===== src/rtl/phyx_pkg.sv =====
/*
 * constants for the extended control and status register slice:
 * register addresses, field positions, reset values and management frame layout.
 * assumes a 5-bit register address and 16-bit register data on the management bus.
 */
package phyx_pkg;

    localparam int unsigned REG_ADDR_W = 5;
    localparam int unsigned DATA_W = 16;

    ////////////////////////////////////////////////////////////////////////////
    // register addresses
    localparam logic [4:0] ADDR_LP_NEXT_PAGE = 5'h08;
    localparam logic [4:0] ADDR_RSV_LO = 5'h09;
    localparam logic [4:0] ADDR_RSV_HI = 5'h0F;
    localparam logic [4:0] ADDR_EXT_CTRL = 5'h10;
    localparam logic [4:0] ADDR_QP_STATUS = 5'h11;

    ////////////////////////////////////////////////////////////////////////////
    // extended control fields
    localparam int unsigned EC_OVERRIDE_BIT = 15;
    localparam int unsigned EC_PHYAD_HI = 10;
    localparam int unsigned EC_PHYAD_LO = 6;
    localparam int unsigned EC_CIPHER_TEST_BIT = 5;
    localparam int unsigned EC_NRZI_BIT = 3;
    localparam int unsigned EC_TX_INVALID_BIT = 2;
    localparam int unsigned EC_CIPHER_DIS_BIT = 0;
    localparam logic EC_OVERRIDE_RST = 1'h0;
    localparam logic EC_CIPHER_TEST_RST = 1'h0;
    localparam logic EC_NRZI_RST = 1'h1;
    localparam logic EC_TX_INVALID_RST = 1'h0;
    localparam logic EC_CIPHER_DIS_RST = 1'h0;
    localparam logic [1:0] EC_PHYAD_UPPER = 2'h0;

    ////////////////////////////////////////////////////////////////////////////
    // quick poll status and partner page fields
    localparam int unsigned QP_SPEED_BIT = 15;
    localparam int unsigned QP_DUPLEX_BIT = 14;
    localparam int unsigned QP_PROG_HI = 13;
    localparam int unsigned QP_PROG_LO = 11;
    localparam logic [2:0] QP_PROG_RST = 3'h0;
    localparam logic [3:0] LP_CODE_RST = 4'h0;

    ////////////////////////////////////////////////////////////////////////////
    // management frame layout
    localparam logic [5:0] PREAMBLE_BITS = 6'h20;
    localparam logic [5:0] HDR_LAST = 6'h0C;
    localparam logic [5:0] DATA_LAST = 6'h0F;
    localparam logic [1:0] OP_READ = 2'h2;
    localparam logic [1:0] OP_WRITE = 2'h1;

    typedef enum logic [1:0] {
        PHYX_IDLE = 2'b00,
        PHYX_HDR = 2'b01,
        PHYX_TA = 2'b10,
        PHYX_DATA = 2'b11
    } phyx_mdio_st_t;

endpackage : phyx_pkg


===== src/rtl/phyx_ext_regs.sv =====
/*
 * extended control and status register slice of a 10/100 transceiver, reached over mdc/mdio.
 * assumes datapath status inputs come from logic on core_clk_i; strap and mdio pins are asynchronous.
 * assumes srst_i is held for at least three edges so the strap reaches the capture flop.
 */
`timescale 1ns/10ps
module phyx_ext_regs
    import phyx_pkg::*;
(
    input wire logic core_clk_i,
    input wire logic srst_i,
    input wire logic mdc_i,
    input wire logic mdio_i,
    output logic mdio_o,
    output logic mdio_oe_o,
    input wire logic [2:0] phy_addr_strap_i,
    input wire logic lp_page_stb_i,
    input wire logic [3:0] lp_code_i,
    input wire logic speed_100_i,
    input wire logic link_up_i,
    input wire logic full_duplex_i,
    input wire logic an_progress_stb_i,
    input wire logic [2:0] an_progress_i,
    output logic override_wr_en_o,
    output logic cipher_test_o,
    output logic nrzi_sel_o,
    output logic tx_invalid_o,
    output logic cipher_dis_o
);

    logic [2:0] strap_s1_r, strap_s2_r, phy_addr_r, phy_addr_nxt;
    logic rd_stb, wr_stb;
    logic [4:0] reg_addr;
    logic [15:0] wdata, rdata;
    logic [3:0] lp_code_r, lp_code_nxt;
    logic ovr_r, ovr_nxt, ctest_r, ctest_nxt, nrzi_r, nrzi_nxt;
    logic txinv_r, txinv_nxt, cdis_r, cdis_nxt;
    logic speed_r, speed_nxt, duplex_r, duplex_nxt;
    logic [2:0] prog_r, prog_nxt;
    logic wr_ext;

    ////////////////////////////////////////////////////////////////////////////
    // serial engine
    phyx_mdio_slave u_mdio (
        .core_clk_i(core_clk_i),
        .srst_i(srst_i),
        .mdc_i(mdc_i),
        .mdio_i(mdio_i),
        .mdio_o(mdio_o),
        .mdio_oe_o(mdio_oe_o),
        .phy_addr_i({EC_PHYAD_UPPER, phy_addr_r}),
        .rd_stb_o(rd_stb),
        .wr_stb_o(wr_stb),
        .reg_addr_o(reg_addr),
        .wdata_o(wdata),
        .rdata_i(rdata)
    );

    ////////////////////////////////////////////////////////////////////////////
    // strap capture: sampled while reset is held, so the address is stable once frames start
    always_comb begin
        phy_addr_nxt = srst_i ? strap_s2_r : phy_addr_r;
    end

    always_ff @(posedge core_clk_i) begin
        strap_s1_r <= phy_addr_strap_i;
        strap_s2_r <= strap_s1_r;
        phy_addr_r <= phy_addr_nxt;
    end

    ////////////////////////////////////////////////////////////////////////////
    // register state
    assign wr_ext = wr_stb && (reg_addr == ADDR_EXT_CTRL);

    always_comb begin
        lp_code_nxt = lp_page_stb_i ? lp_code_i : lp_code_r;
        ovr_nxt = wr_ext && wdata[EC_OVERRIDE_BIT];
        ctest_nxt = wr_ext ? wdata[EC_CIPHER_TEST_BIT] : ctest_r;
        nrzi_nxt = wr_ext ? wdata[EC_NRZI_BIT] : nrzi_r;
        txinv_nxt = wr_ext ? wdata[EC_TX_INVALID_BIT] : txinv_r;
        cdis_nxt = wr_ext ? wdata[EC_CIPHER_DIS_BIT] : cdis_r;
        speed_nxt = speed_100_i;
        // half duplex is unsupported, so an operating link always shows full
        duplex_nxt = full_duplex_i | link_up_i;
        prog_nxt = an_progress_stb_i ? an_progress_i : prog_r;
    end

    always_ff @(posedge core_clk_i) begin
        if (srst_i) begin
            lp_code_r <= LP_CODE_RST;
            ovr_r <= EC_OVERRIDE_RST;
            ctest_r <= EC_CIPHER_TEST_RST;
            nrzi_r <= EC_NRZI_RST;
            txinv_r <= EC_TX_INVALID_RST;
            cdis_r <= EC_CIPHER_DIS_RST;
            speed_r <= 1'b0;
            duplex_r <= 1'b0;
            prog_r <= QP_PROG_RST;
        end else begin
            lp_code_r <= lp_code_nxt;
            ovr_r <= ovr_nxt;
            ctest_r <= ctest_nxt;
            nrzi_r <= nrzi_nxt;
            txinv_r <= txinv_nxt;
            cdis_r <= cdis_nxt;
            speed_r <= speed_nxt;
            duplex_r <= duplex_nxt;
            prog_r <= prog_nxt;
        end
    end

    ////////////////////////////////////////////////////////////////////////////
    // read mux; bits outside this slice and unmapped addresses read zero
    always_comb begin
        rdata = 16'h0000;
        unique case (reg_addr)
            ADDR_LP_NEXT_PAGE: begin
                rdata[3:0] = lp_code_r;
            end
            ADDR_EXT_CTRL: begin
                rdata[EC_OVERRIDE_BIT] = ovr_r;
                rdata[EC_PHYAD_HI:EC_PHYAD_LO] = {EC_PHYAD_UPPER, phy_addr_r};
                rdata[EC_CIPHER_TEST_BIT] = ctest_r;
                rdata[EC_NRZI_BIT] = nrzi_r;
                rdata[EC_TX_INVALID_BIT] = txinv_r;
                rdata[EC_CIPHER_DIS_BIT] = cdis_r;
            end
            ADDR_QP_STATUS: begin
                rdata[QP_SPEED_BIT] = speed_r;
                rdata[QP_DUPLEX_BIT] = duplex_r;
                rdata[QP_PROG_HI:QP_PROG_LO] = prog_r;
            end
            default: begin
                rdata = 16'h0000;
            end
        endcase
    end

    assign override_wr_en_o = ovr_r;
    assign cipher_test_o = ctest_r;
    assign nrzi_sel_o = nrzi_r;
    assign tx_invalid_o = txinv_r;
    assign cipher_dis_o = cdis_r;
endmodule : phyx_ext_regs


===== src/rtl/phyx_mdio_slave.sv =====
/*
 * serial management frame engine: preamble, header decode, turnaround, data shift.
 * assumes mdc runs at most a tenth of core_clk_i; mdc and mdio are resynchronised here.
 */
`timescale 1ns/10ps
module phyx_mdio_slave
    import phyx_pkg::*;
(
    input wire logic core_clk_i,
    input wire logic srst_i,
    input wire logic mdc_i,
    input wire logic mdio_i,
    output logic mdio_o,
    output logic mdio_oe_o,
    input wire logic [4:0] phy_addr_i,
    output logic rd_stb_o,
    output logic wr_stb_o,
    output logic [4:0] reg_addr_o,
    output logic [15:0] wdata_o,
    input wire logic [15:0] rdata_i
);

    logic mdc_s1_r, mdc_s2_r, mdc_s3_r, mdio_s1_r, mdio_s2_r;
    phyx_mdio_st_t st_r, st_nxt;
    logic [5:0] cnt_r, cnt_nxt;
    logic [15:0] sh_r, sh_nxt;
    logic [4:0] addr_r, addr_nxt;
    logic rd_r, rd_nxt, o_r, o_nxt, oe_r, oe_nxt, rstb_r, rstb_nxt, wstb_r, wstb_nxt;
    logic rise, bit_in;
    logic [12:0] hdr;

    ////////////////////////////////////////////////////////////////////////////
    // two flops before anything looks at the pins
    always_ff @(posedge core_clk_i) begin
        mdc_s1_r <= mdc_i;
        mdc_s2_r <= mdc_s1_r;
        mdc_s3_r <= mdc_s2_r;
        mdio_s1_r <= mdio_i;
        mdio_s2_r <= mdio_s1_r;
    end

    assign rise = mdc_s2_r & ~mdc_s3_r;
    assign bit_in = mdio_s2_r;
    assign hdr = {sh_r[11:0], bit_in};

    ////////////////////////////////////////////////////////////////////////////
    always_comb begin
        st_nxt = st_r;
        cnt_nxt = cnt_r;
        sh_nxt = sh_r;
        addr_nxt = addr_r;
        rd_nxt = rd_r;
        o_nxt = o_r;
        oe_nxt = oe_r;
        rstb_nxt = 1'b0;
        wstb_nxt = 1'b0;
        if (rstb_r) begin
            sh_nxt = rdata_i;
        end else if (rise) begin
            unique case (st_r)
                PHYX_IDLE: begin
                    if (bit_in) begin
                        cnt_nxt = (cnt_r == PREAMBLE_BITS) ? cnt_r : cnt_r + 6'h01;
                    end else begin
                        st_nxt = (cnt_r == PREAMBLE_BITS) ? PHYX_HDR : PHYX_IDLE;
                        cnt_nxt = 6'h00;
                    end
                end
                PHYX_HDR: begin
                    sh_nxt = {sh_r[14:0], bit_in};
                    cnt_nxt = cnt_r + 6'h01;
                    if (cnt_r == HDR_LAST) begin
                        cnt_nxt = 6'h00;
                        // frames for other addresses are ignored without driving the pin
                        if (hdr[12] && hdr[9:5] == phy_addr_i && (hdr[11:10] == OP_READ || hdr[11:10] == OP_WRITE)) begin
                            st_nxt = PHYX_TA;
                            addr_nxt = hdr[4:0];
                            rd_nxt = (hdr[11:10] == OP_READ);
                            rstb_nxt = (hdr[11:10] == OP_READ);
                        end else begin
                            st_nxt = PHYX_IDLE;
                        end
                    end
                end
                PHYX_TA: begin
                    cnt_nxt = cnt_r + 6'h01;
                    if (cnt_r == 6'h00) begin
                        oe_nxt = rd_r;
                        o_nxt = 1'b0;
                    end else begin
                        st_nxt = PHYX_DATA;
                        cnt_nxt = 6'h00;
                        if (rd_r) begin
                            o_nxt = sh_r[15];
                            sh_nxt = {sh_r[14:0], 1'b0};
                        end
                    end
                end
                PHYX_DATA: begin
                    cnt_nxt = cnt_r + 6'h01;
                    if (rd_r) begin
                        o_nxt = sh_r[15];
                        sh_nxt = {sh_r[14:0], 1'b0};
                    end else begin
                        sh_nxt = {sh_r[14:0], bit_in};
                    end
                    if (cnt_r == DATA_LAST) begin
                        st_nxt = PHYX_IDLE;
                        cnt_nxt = 6'h00;
                        oe_nxt = 1'b0;
                        wstb_nxt = ~rd_r;
                    end
                end
            endcase
        end
    end

    always_ff @(posedge core_clk_i) begin
        if (srst_i) begin
            st_r <= PHYX_IDLE;
            cnt_r <= 6'h00;
            sh_r <= 16'h0000;
            addr_r <= 5'h00;
            rd_r <= 1'b0;
            o_r <= 1'b0;
            oe_r <= 1'b0;
            rstb_r <= 1'b0;
            wstb_r <= 1'b0;
        end else begin
            st_r <= st_nxt;
            cnt_r <= cnt_nxt;
            sh_r <= sh_nxt;
            addr_r <= addr_nxt;
            rd_r <= rd_nxt;
            o_r <= o_nxt;
            oe_r <= oe_nxt;
            rstb_r <= rstb_nxt;
            wstb_r <= wstb_nxt;
        end
    end

    assign mdio_o = o_r;
    assign mdio_oe_o = oe_r;
    assign rd_stb_o = rstb_r;
    assign wr_stb_o = wstb_r;
    assign reg_addr_o = addr_r;
    assign wdata_o = sh_r;

endmodule : phyx_mdio_slave


===== config.mk =====
export PLATFORM = sky130hd
export DESIGN_NAME = phyx_ext_regs
export DESIGN_NICKNAME = d
export VERILOG_FILES = /design/src/rtl/phyx_pkg.sv /design/src/rtl/phyx_ext_regs.sv /design/src/rtl/phyx_mdio_slave.sv
export SDC_FILE = /design/constraint.sdc
export NUM_CORES = 1
export LEC_CHECK = 0
export ABC_AREA = 1
export BUFFER_PORTS_ARGS = -buffer_cell sky130_fd_sc_hd__clkbuf_2
export CAP_MARGIN = 30
export CORE_MARGIN = 2
export CORE_UTILIZATION = 55
export CTS_CLUSTER_DIAMETER = 80
export DETAILED_ROUTE_END_ITERATION = 8
export GPL_TIMING_DRIVEN = 1
export PLACE_DENSITY = 0.75
export SETUP_SLACK_MARGIN = 0.5
export SYNTH_ARGS = -nofsm -noshare
export SYNTH_HDL_FRONTEND = slang
export SYNTH_SLANG_ARGS = --single-unit

===== constraint.sdc =====
create_clock -name core_clk_i -period 2.06 [get_ports core_clk_i]
set_input_delay 0 -clock core_clk_i [delete_from_list [all_inputs] [get_ports core_clk_i]]
set_output_delay 0 -clock core_clk_i [all_outputs]
set_load 0.02 [all_outputs]

==> results by group, run 1 <==
STA
  – Final slew viol count: 0
  – Final setup fails: 0
  – FMAX: 647 MHz
  – Fin. Hold Viols: 0
  – Fin Setup TNS: 0 ns
  – RSZ-0062 raised after global routing: yes
  – Post-route setup slack: 0.514 ns
  – Fraction of the cycle the final worst path needs: 0.751
  – Skew final: 0.00791 ns
  – Worst-margin pin slew: 0.432 ns
  – Max-slew headroom: 0.710
  – Fin crit period: 1.55 ns

CTS
  – Clock transition at path regs: 0.07 ns
  – TritonCTS clock tree: yes
  – H-tree levels: 3
  – Clk sinks: 62
  – CTS buffer count: 9
  – Clk_lat worst skew: 0.33 ns
  – Clk root buf: clkbuf_8
  – CTS max path bufs: 2

Synth
  – Synth area leaders: dfxtp_1 (42%), nand2_1 (8.4%), nor2_1 (8.4%)
  – Synth top area share: 0.424
  – Syn_nets: 391
  – Seq cells post-synth: 62
  – YS warnings: 0
  – Mapped Area: 0.00278 mm²
  – Yosys top cell by area: dfxtp_1
  – Syn Inst Count: 364
  – Seq/Total Area, Yosys: 0.457
  – Number of library cell types mapped by synthesis: 35
  – Syn Area/Cell: 7.65 µm²

Place
  – Post-DP HPWL: 4210 µm
  – Buffers on Ports: 25
  – GPL Wtd Cong: 0.875
  – Post-Place Worst Slack: 0.321 ns

Drt
  – Routed Antenna Nets: 0
  – Final WL: 6240 µm
  – Pre-antenna DRT Iters: 4
  – Vias: 2496
  – WL/cell: 12.6 µm
  – # DRC: 0
  – Number of vias per cell: 5.03
  – Violation count after the first detailed-route iteration: 254

Power and ir drop
  – Total Power: 2.66 mW
  – Pwr dens: 741 mW/mm²
  – Leakage: 1.48 nW
  – Worst VDD drop: 0.531 mV

Global route
  – Number of global-route vias before repair: 2324
  – First-pass GRT wire length: 10200 µm
  – Gr ovfl total: 0
  – Largest net degree at the start of global routing: 21
  – Total Routing Usage GR: 0.242
  – Number of antenna violations at the first check in global routing: 0

Setup path
  – Crit path max fanout: 7
  – Reg2reg start: u_mdio.cnt_r[1]
  – Worst setup path endpoint: u_mdio.reg_addr_o[2]
  – R2R depth: 9
  – Reg2reg setup slack: 0.51 ns
  – Crit Path Class: flip-flop to flip-flop
  – Crit path from: u_mdio.cnt_r[1]
  – Worst reg2reg endpoint: u_mdio.reg_addr_o[2]
  – Worst setup SP type: flip-flop
  – Critical Path RT: 2.29 ns
  – Worst path arrival time: 1.77 ns
  – Crit path capture type: flip-flop

Hold path
  – Worst hold path class: input pin to flip-flop
  – Hold Startpoint: lp_page_stb_i

Cells and area
  – Most common cell after layout, fill and taps aside: nand2_1
  – Area growth, synth to finish: 29.1%
  – Final Util: 0.746
  – Nets@finish: 451
  – Highest-count cells in the layout ignoring fill and taps: nand2_1 (60), nor2_1 (56), dfxtp_1 (55)
  – Ratio of cells with drive above 1 in the final layout: 0.240
  – Diode count: 0

Die
  – Die area: 0.00565 mm²
  – Row count: 25
  – Core area: 0.00482 mm²
  – Die width: 75.1 µm
  – Chip height: 75.1 µm
  – Number of I/O pins: 26
  – Initial core utilization: 0.578

Run
  – # Max-Cap Violations: 0

Run status
  – Outcome: finished, final reports clean
## final cells by class
class	instances	area, µm²
sequential	62	1280
inverter	44	171
fill	366	1220
multi-input combinational	251	1410
clock buffer	9	124
clock inverter	7	113
timing repair buffer	56	417
tap	67	83.8
## flip-flops by register name (all words and copies together), names as in the netlist, 3 cells and up, named ones only
name,flops
phy_addr_r,3
u_mdio.reg_addr_o,5
prog_r,3
strap_s1_r,3
u_mdio.wdata_o,16
lp_code_r,4
u_mdio.cnt_r,6
strap_s2_r,3
## Yosys cell counts
| library cell | number |
|---|---|
| inv_2 | 3 |
| o21ai_0 | 30 |
| a31o_2 | 1 |
| dfxtp_1 | 59 |
| inv_1 | 38 |
| nor4_1 | 1 |
| nand3_2 | 1 |
| buf_1 | 1 |
| buf_4 | 1 |
| ha_1 | 8 |
| nor2_1 | 62 |
| o211ai_1 | 1 |
| nor2_2 | 6 |
| clkinv_1 | 2 |
| nor3_2 | 1 |
| nor3b_1 | 1 |
| nand3_1 | 16 |
| o21ai_1 | 6 |
| a22oi_1 | 3 |
| buf_2 | 1 |
| nand4_1 | 8 |
| nor2_4 | 3 |
| nand2_2 | 10 |
| nand2_1 | 62 |
| clkbuf_1 | 3 |
| edfxtp_1 | 3 |
| clkinv_4 | 1 |
| xor2_1 | 3 |
| a21oi_4 | 1 |
| buf_6 | 2 |
| nor3_1 | 2 |
| a21oi_1 | 20 |
| and2_1 | 1 |
| a21oi_2 | 1 |
| nand4_4 | 2 |
## logic make-up (layout without fill, tap and decap cells)
group,after synthesis,after routing,synth area share
AOI/OAI and AO/OA,63,63,0.124
and+or+nand+nor,176,177,0.295
DFF,62,62,0.457
xor gates and xnor gates,3,3,0.00944
buffers and inverters,52,116,0.0791
adders and majority gates,8,8,0.0360
## worst min-delay path by stage
| stage | end | depth (start not counted) |
|---|---|---|
| 2_1_floorplan | strap_s1_r[0] | 0 |
| 3_3_place_gp | u_mdio.mdio_s1_r | 1 |
| 3_5_place_dp | u_mdio.mdc_s1_r | 1 |
| 4_1_cts | lp_code_r[0] | 3 |
| 5_1_grt | lp_code_r[0] | 3 |
| 6_report | lp_code_r[0] | 3 |
## stage by stage
step / area (µm²) / hold slack (ns) / instances
floorplan: 2790 / 0.0277 / 364
global placement: 2980 / 0.102 / 452
detailed placement: 2980 / 0.104 / 452
CTS: 3490 / 0.0121 / 495
global route: 3590 / 0.0941 / 496
finish: 3590 / 0.0264 / 496
## metal layers
metal	part of all wire	wire length (µm)	up-vias	GRT usage
met5	0	0	-	0
met4	0.017	106	0	0.0760
met3	0.062	389	13	0.0817
met2	0.47	2910	81	0.401
met1	0.45	2840	1102	0.298
li1	-	-	1300	-
## worst max-delay path, cell delays in order, from the launching register on
cell and delay, ns:
dfxtp_2 0.34, inv_2 0.07, ha_4 0.15, inv_1 0.08, nor2_2 0.14, nand2_2 0.09, nor2_4 0.11, nand4_4 0.18
o21ai_1 0.21, nor2_1 0.05
## report_power, final
group	switching, mW	total, mW	internal [mW]
clock	0.465	1.26	0.796
sequential	0.0138	1.25	1.23
combinational	0.0790	0.152	0.0731
total	0.558	2.66	2.10
## repair_timing
action                     in CTS  in global routing
setup endpoints to repair      27                 36
hold endpoints to repair       14                  0
hold buffers                   22                  0
gates cloned                    0                  1
buffers inserted                5                  0
resized for setup              11                 26
pin swaps                       5                  6
Power figures use the tool's default switching activity.
==> run 2, diff against run 1 <==
--- a/config.mk
+++ b/config.mk
@@ -5,15 +5,15 @@
 export SDC_FILE = /design/constraint.sdc
 export NUM_CORES = 1
 export LEC_CHECK = 0
-export ABC_AREA = 1
+export ABC_AREA = 0
 export BUFFER_PORTS_ARGS = -buffer_cell sky130_fd_sc_hd__clkbuf_2
 export CAP_MARGIN = 30
 export CORE_MARGIN = 2
-export CORE_UTILIZATION = 55
+export CORE_UTILIZATION = 52
 export CTS_CLUSTER_DIAMETER = 80
 export DETAILED_ROUTE_END_ITERATION = 8
 export GPL_TIMING_DRIVEN = 1
-export PLACE_DENSITY = 0.75
+export PLACE_DENSITY = 0.74
 export SETUP_SLACK_MARGIN = 0.5
 export SYNTH_ARGS = -nofsm -noshare
 export SYNTH_HDL_FRONTEND = slang
==> constraint.sdc (replaced) <==
create_clock -name core_clk_i -period 1.25 [get_ports core_clk_i]
set_input_delay 0 -clock core_clk_i [delete_from_list [all_inputs] [get_ports core_clk_i]]
set_output_delay 0 -clock core_clk_i [all_outputs]
set_load 0.02 [all_outputs]
==> run 2 against run 1 <==
The flow now finishes with violations (negative setup slack). Clock power up 75%. First-iteration DRC count up 24%. Final area grew 19%. Via count up 14%. Worst hold slack improved by 0.021 ns. Register-to-register slack worse by 1.3 ns. Sequential power rose by 66%. Power up 78%. Non-clock buffer count increased by 61. Critical endpoint is now u_mdio.wdata_o[14]. Largest cell class unchanged. Largest power group unchanged.
==> results by group, run 2 <==
Run status
  – Outcome: finished, violations left (was finished, final reports clean)
  – Failing checks: negative setup slack

STA
  – Skew final: 0.00964 ns (was 0.00791 ns)
  – FMAX: 491 MHz (was 647 MHz)
  – Final setup fails: 38 (was 0)
  – Fraction of the cycle the final worst path needs: 1.63 (was 0.751)
  – Fin. Hold Viols: 0 (unchanged)
  – Max-slew headroom: 0.688 (was 0.710)
  – Fin Setup TNS: -20.88 ns (was 0 ns)
  – Fin crit period: 2.03 ns (was 1.55 ns)
  – Final slew viol count: 0 (unchanged)
  – Worst-margin pin slew: 0.467 ns (was 0.432 ns)
  – Min Hold Slack: 0.0470 ns (was 0.0264 ns)
  – RSZ-0062 raised after global routing: yes (unchanged)
  – Post-route setup slack: -0.785 ns (was 0.514 ns)

Setup path
  – Crit path max fanout: 5 (was 7)
  – Crit path capture type: flip-flop (unchanged)
  – Worst path arrival time: 2.27 ns (was 1.77 ns)
  – Critical Path RT: 1.48 ns (was 2.29 ns)
  – Crit Path Class: flip-flop to flip-flop (unchanged)
  – Worst setup SP type: flip-flop (unchanged)
  – Reg2reg setup slack: -0.78 ns (was 0.51 ns)

CTS
  – Clk root buf: clkbuf_8 (unchanged)
  – Clk sinks: 62 (unchanged)
  – TritonCTS clock tree: yes (unchanged)
  – CTS buffer count: 9 (unchanged)
  – Clk_lat worst skew: 0.35 ns (was 0.33 ns)
  – Clock transition at path regs: 0.08 ns (was 0.07 ns)
  – H-tree levels: 3 (unchanged)
  – CTS max path bufs: 2 (unchanged)

Global route
  – First-pass GRT wire length: 12900 µm (was 10200 µm)
  – Total Routing Usage GR: 0.314 (was 0.242)
  – Number of antenna violations at the first check in global routing: 0 (unchanged)
  – Gr ovfl total: 0 (unchanged)
  – Largest net degree at the start of global routing: 26 (was 21)
  – Number of global-route vias before repair: 2560 (was 2324)

Synth
  – Yosys top cell by area: dfxtp_1 (unchanged)
  – Synth area leaders: dfxtp_1 (44%), mux2i_1 (9.0%), nor2_1 (5.3%) (was dfxtp_1 (42%), nand2_1 (8.4%), nor2_1 (8.4%))
  – Fraction of registers with async set/reset: 0 (unchanged)
  – Commonest cells in the netlist: dfxtp_1 (59), nor2_1 (38), mux2i_1 (24) (was nand2_1 (62), nor2_1 (62), dfxtp_1 (59))
  – Syn Inst Count: 272 (was 364)
  – Syn_nets: 299 (was 391)
  – EDFF count, synth: 3 (unchanged)
  – Syn Area/Cell: 9.83 µm² (was 7.65 µm²)
  – Synth top area share: 0.442 (was 0.424)
  – Number of library cell types mapped by synthesis: 49 (was 35)
  – YS warnings: 0 (unchanged)
  – Ys flop type: dfxtp_1 (unchanged)
  – Seq cells post-synth: 62 (unchanged)
  – Mapped Area: 0.00267 mm² (was 0.00278 mm²)
  – Top-count cell post-synth: dfxtp_1
  – Seq/Total Area, Yosys: 0.476 (was 0.457)

Place
  – Post-DP HPWL: 4600 µm (was 4210 µm)
  – Buffers on Ports: 25 (unchanged)
  – Post-Place Worst Slack: -0.693 ns (was 0.321 ns)
  – GPL Wtd Cong: 0.825 (was 0.875)

Drt
  – WL/cell: 23.6 µm (was 12.6 µm)
  – # DRC: 0 (unchanged)
  – Routed Antenna Nets: 0 (unchanged)
  – Pre-antenna DRT Iters: 5 (was 4)
  – Number of vias per cell: 6.22 (was 5.03)
  – Final WL: 10800 µm (was 6240 µm)
  – Vias: 2855 (was 2496)
  – Violation count after the first detailed-route iteration: 315 (was 254)

Power and ir drop
  – Pwr dens: 1110 mW/mm² (was 741 mW/mm²)
  – Seq pwr share: 0.437 (was 0.469)
  – Sw frac: 0.242 (was 0.209)
  – Clock share of power: 0.465 (was 0.474)
  – Leakage: 1.73 nW (was 1.48 nW)
  – Combinational share of power: 0.098 (was 0.057)
  – P_sw: 1.15 mW (was 0.558 mW)
  – Int Pwr: 3.59 mW (was 2.10 mW)
  – Worst VDD drop: 1.07 mV (was 0.531 mV)

Die
  – Core area: 0.00504 mm² (was 0.00482 mm²)
  – Number of I/O pins: 26 (unchanged)
  – Chip height: 75.7 µm (was 75.1 µm)
  – Die width: 75.7 µm (was 75.1 µm)
  – Row count: 26 (was 25)
  – Initial core utilization: 0.530 (was 0.578)
  – Die area: 0.00573 mm² (was 0.00565 mm²)

Cells and area
  – Nets@finish: 411 (was 451)
  – Most common cell after layout, fill and taps aside: buf_4 (was nand2_1)
  – Final Util: 0.849 (was 0.746)
  – Max reg flops: 16 (unchanged)
  – Highest-count cells in the layout ignoring fill and taps: buf_4 (64), dfxtp_1 (44), nor2_1 (29) (was nand2_1 (60), nor2_1 (56), dfxtp_1 (55))
  – Area growth, synth to finish: 60.2% (was 29.1%)
  – Diode count: 0 (unchanged)
  – Ratio of cells with drive above 1 in the final layout: 0.481 (was 0.240)

Run
  – # Max-Cap Violations: 0 (unchanged)

Hold path
  – Worst hold path class: input pin to flip-flop (unchanged)
==> run 2: final cells by class <==
type                    count  area (µm²)
well taps                  70        87.6
clock buffers               9         124
fillers                   205         762
inverters                   9        36.3
clock inverters             7         123
repair buffers            117        1020
multi-input cells         185        1590
flip-flops and latches     62        1300
==> run 2: power groups by stage <==
stage	registers, mW	clock network, mW	logic [mW]
floorplan	2.11	0	0.160
global placement	2.12	0	0.279
detailed placement	2.12	0	0.289
CTS	2.07	2.17	0.371
global route	2.07	2.30	0.482
finish	2.07	2.21	0.464
==> run 2: worst max-delay path, cell delays in order (launching register included) <==
cell and delay [ns]:
dfxtp_2 0.34, inv_4 0.08, ha_4 0.16, nor3b_4 0.37, a2111oi_4 0.17, or2_4 0.33
buf_12 0.15, buf_6 0.12, nor2_2 0.14, a211oi_2 0.06
==> run 2: logic make-up (layout without fill, tap and decap cells) <==
family / Yosys count / count (layout) / share of synthesized area
AO/OA/AOI/OAI: 55 / 55 / 0.152
XOR/XNOR: 3 / 3 / 0.00983
adder cells (fa/ha/maj): 8 / 8 / 0.0375
buffers and inverters: 25 / 142 / 0.0445
flip-flops: 62 / 62 / 0.476
multiplexers: 24 / 24 / 0.0899
AND/OR/NAND/NOR: 95 / 95 / 0.191
==> run 2: metrics by stage <==
| step | cells | area [µm²] | power [mW] |
|---|---|---|---|
| 3_5_place_dp | 411 | 3320 | 2.41 |
| 6_report | 459 | 4280 | 4.74 |
| 5_1_grt | 459 | 4280 | 4.86 |
| 3_3_place_gp | 411 | 3320 | 2.39 |
| 2_1_floorplan | 272 | 2760 | 2.27 |
| 4_1_cts | 448 | 4000 | 4.62 |
==> run 2: path summary, 6_finish.rpt <==
check        cells past startpoint      startpoint            endpoint
min                              3   lp_page_stb_i        lp_code_r[2]
max                              9  u_mdio.st_r[0]  u_mdio.wdata_o[14]
max reg2reg                      9  u_mdio.st_r[0]  u_mdio.wdata_o[14]
min reg2reg                      0   strap_s1_r[2]       strap_s2_r[2]
==> run 2: layer usage <==
metal,GRT usage,part of all wire
met4,0.152,0.060
met2,0.539,0.49
met5,0,0
met1,0.366,0.36
met3,0.0780,0.085
==> run 2: what timing repair did <==
item,4_1_cts,5_1_grt
setup endpoints to repair,46,49
hold buffers,16,0
pin swaps,19,15
buffers inserted,5,9
endpoints found under the hold margin,14,0
gates resized for setup,59,47
gates cloned,0,2
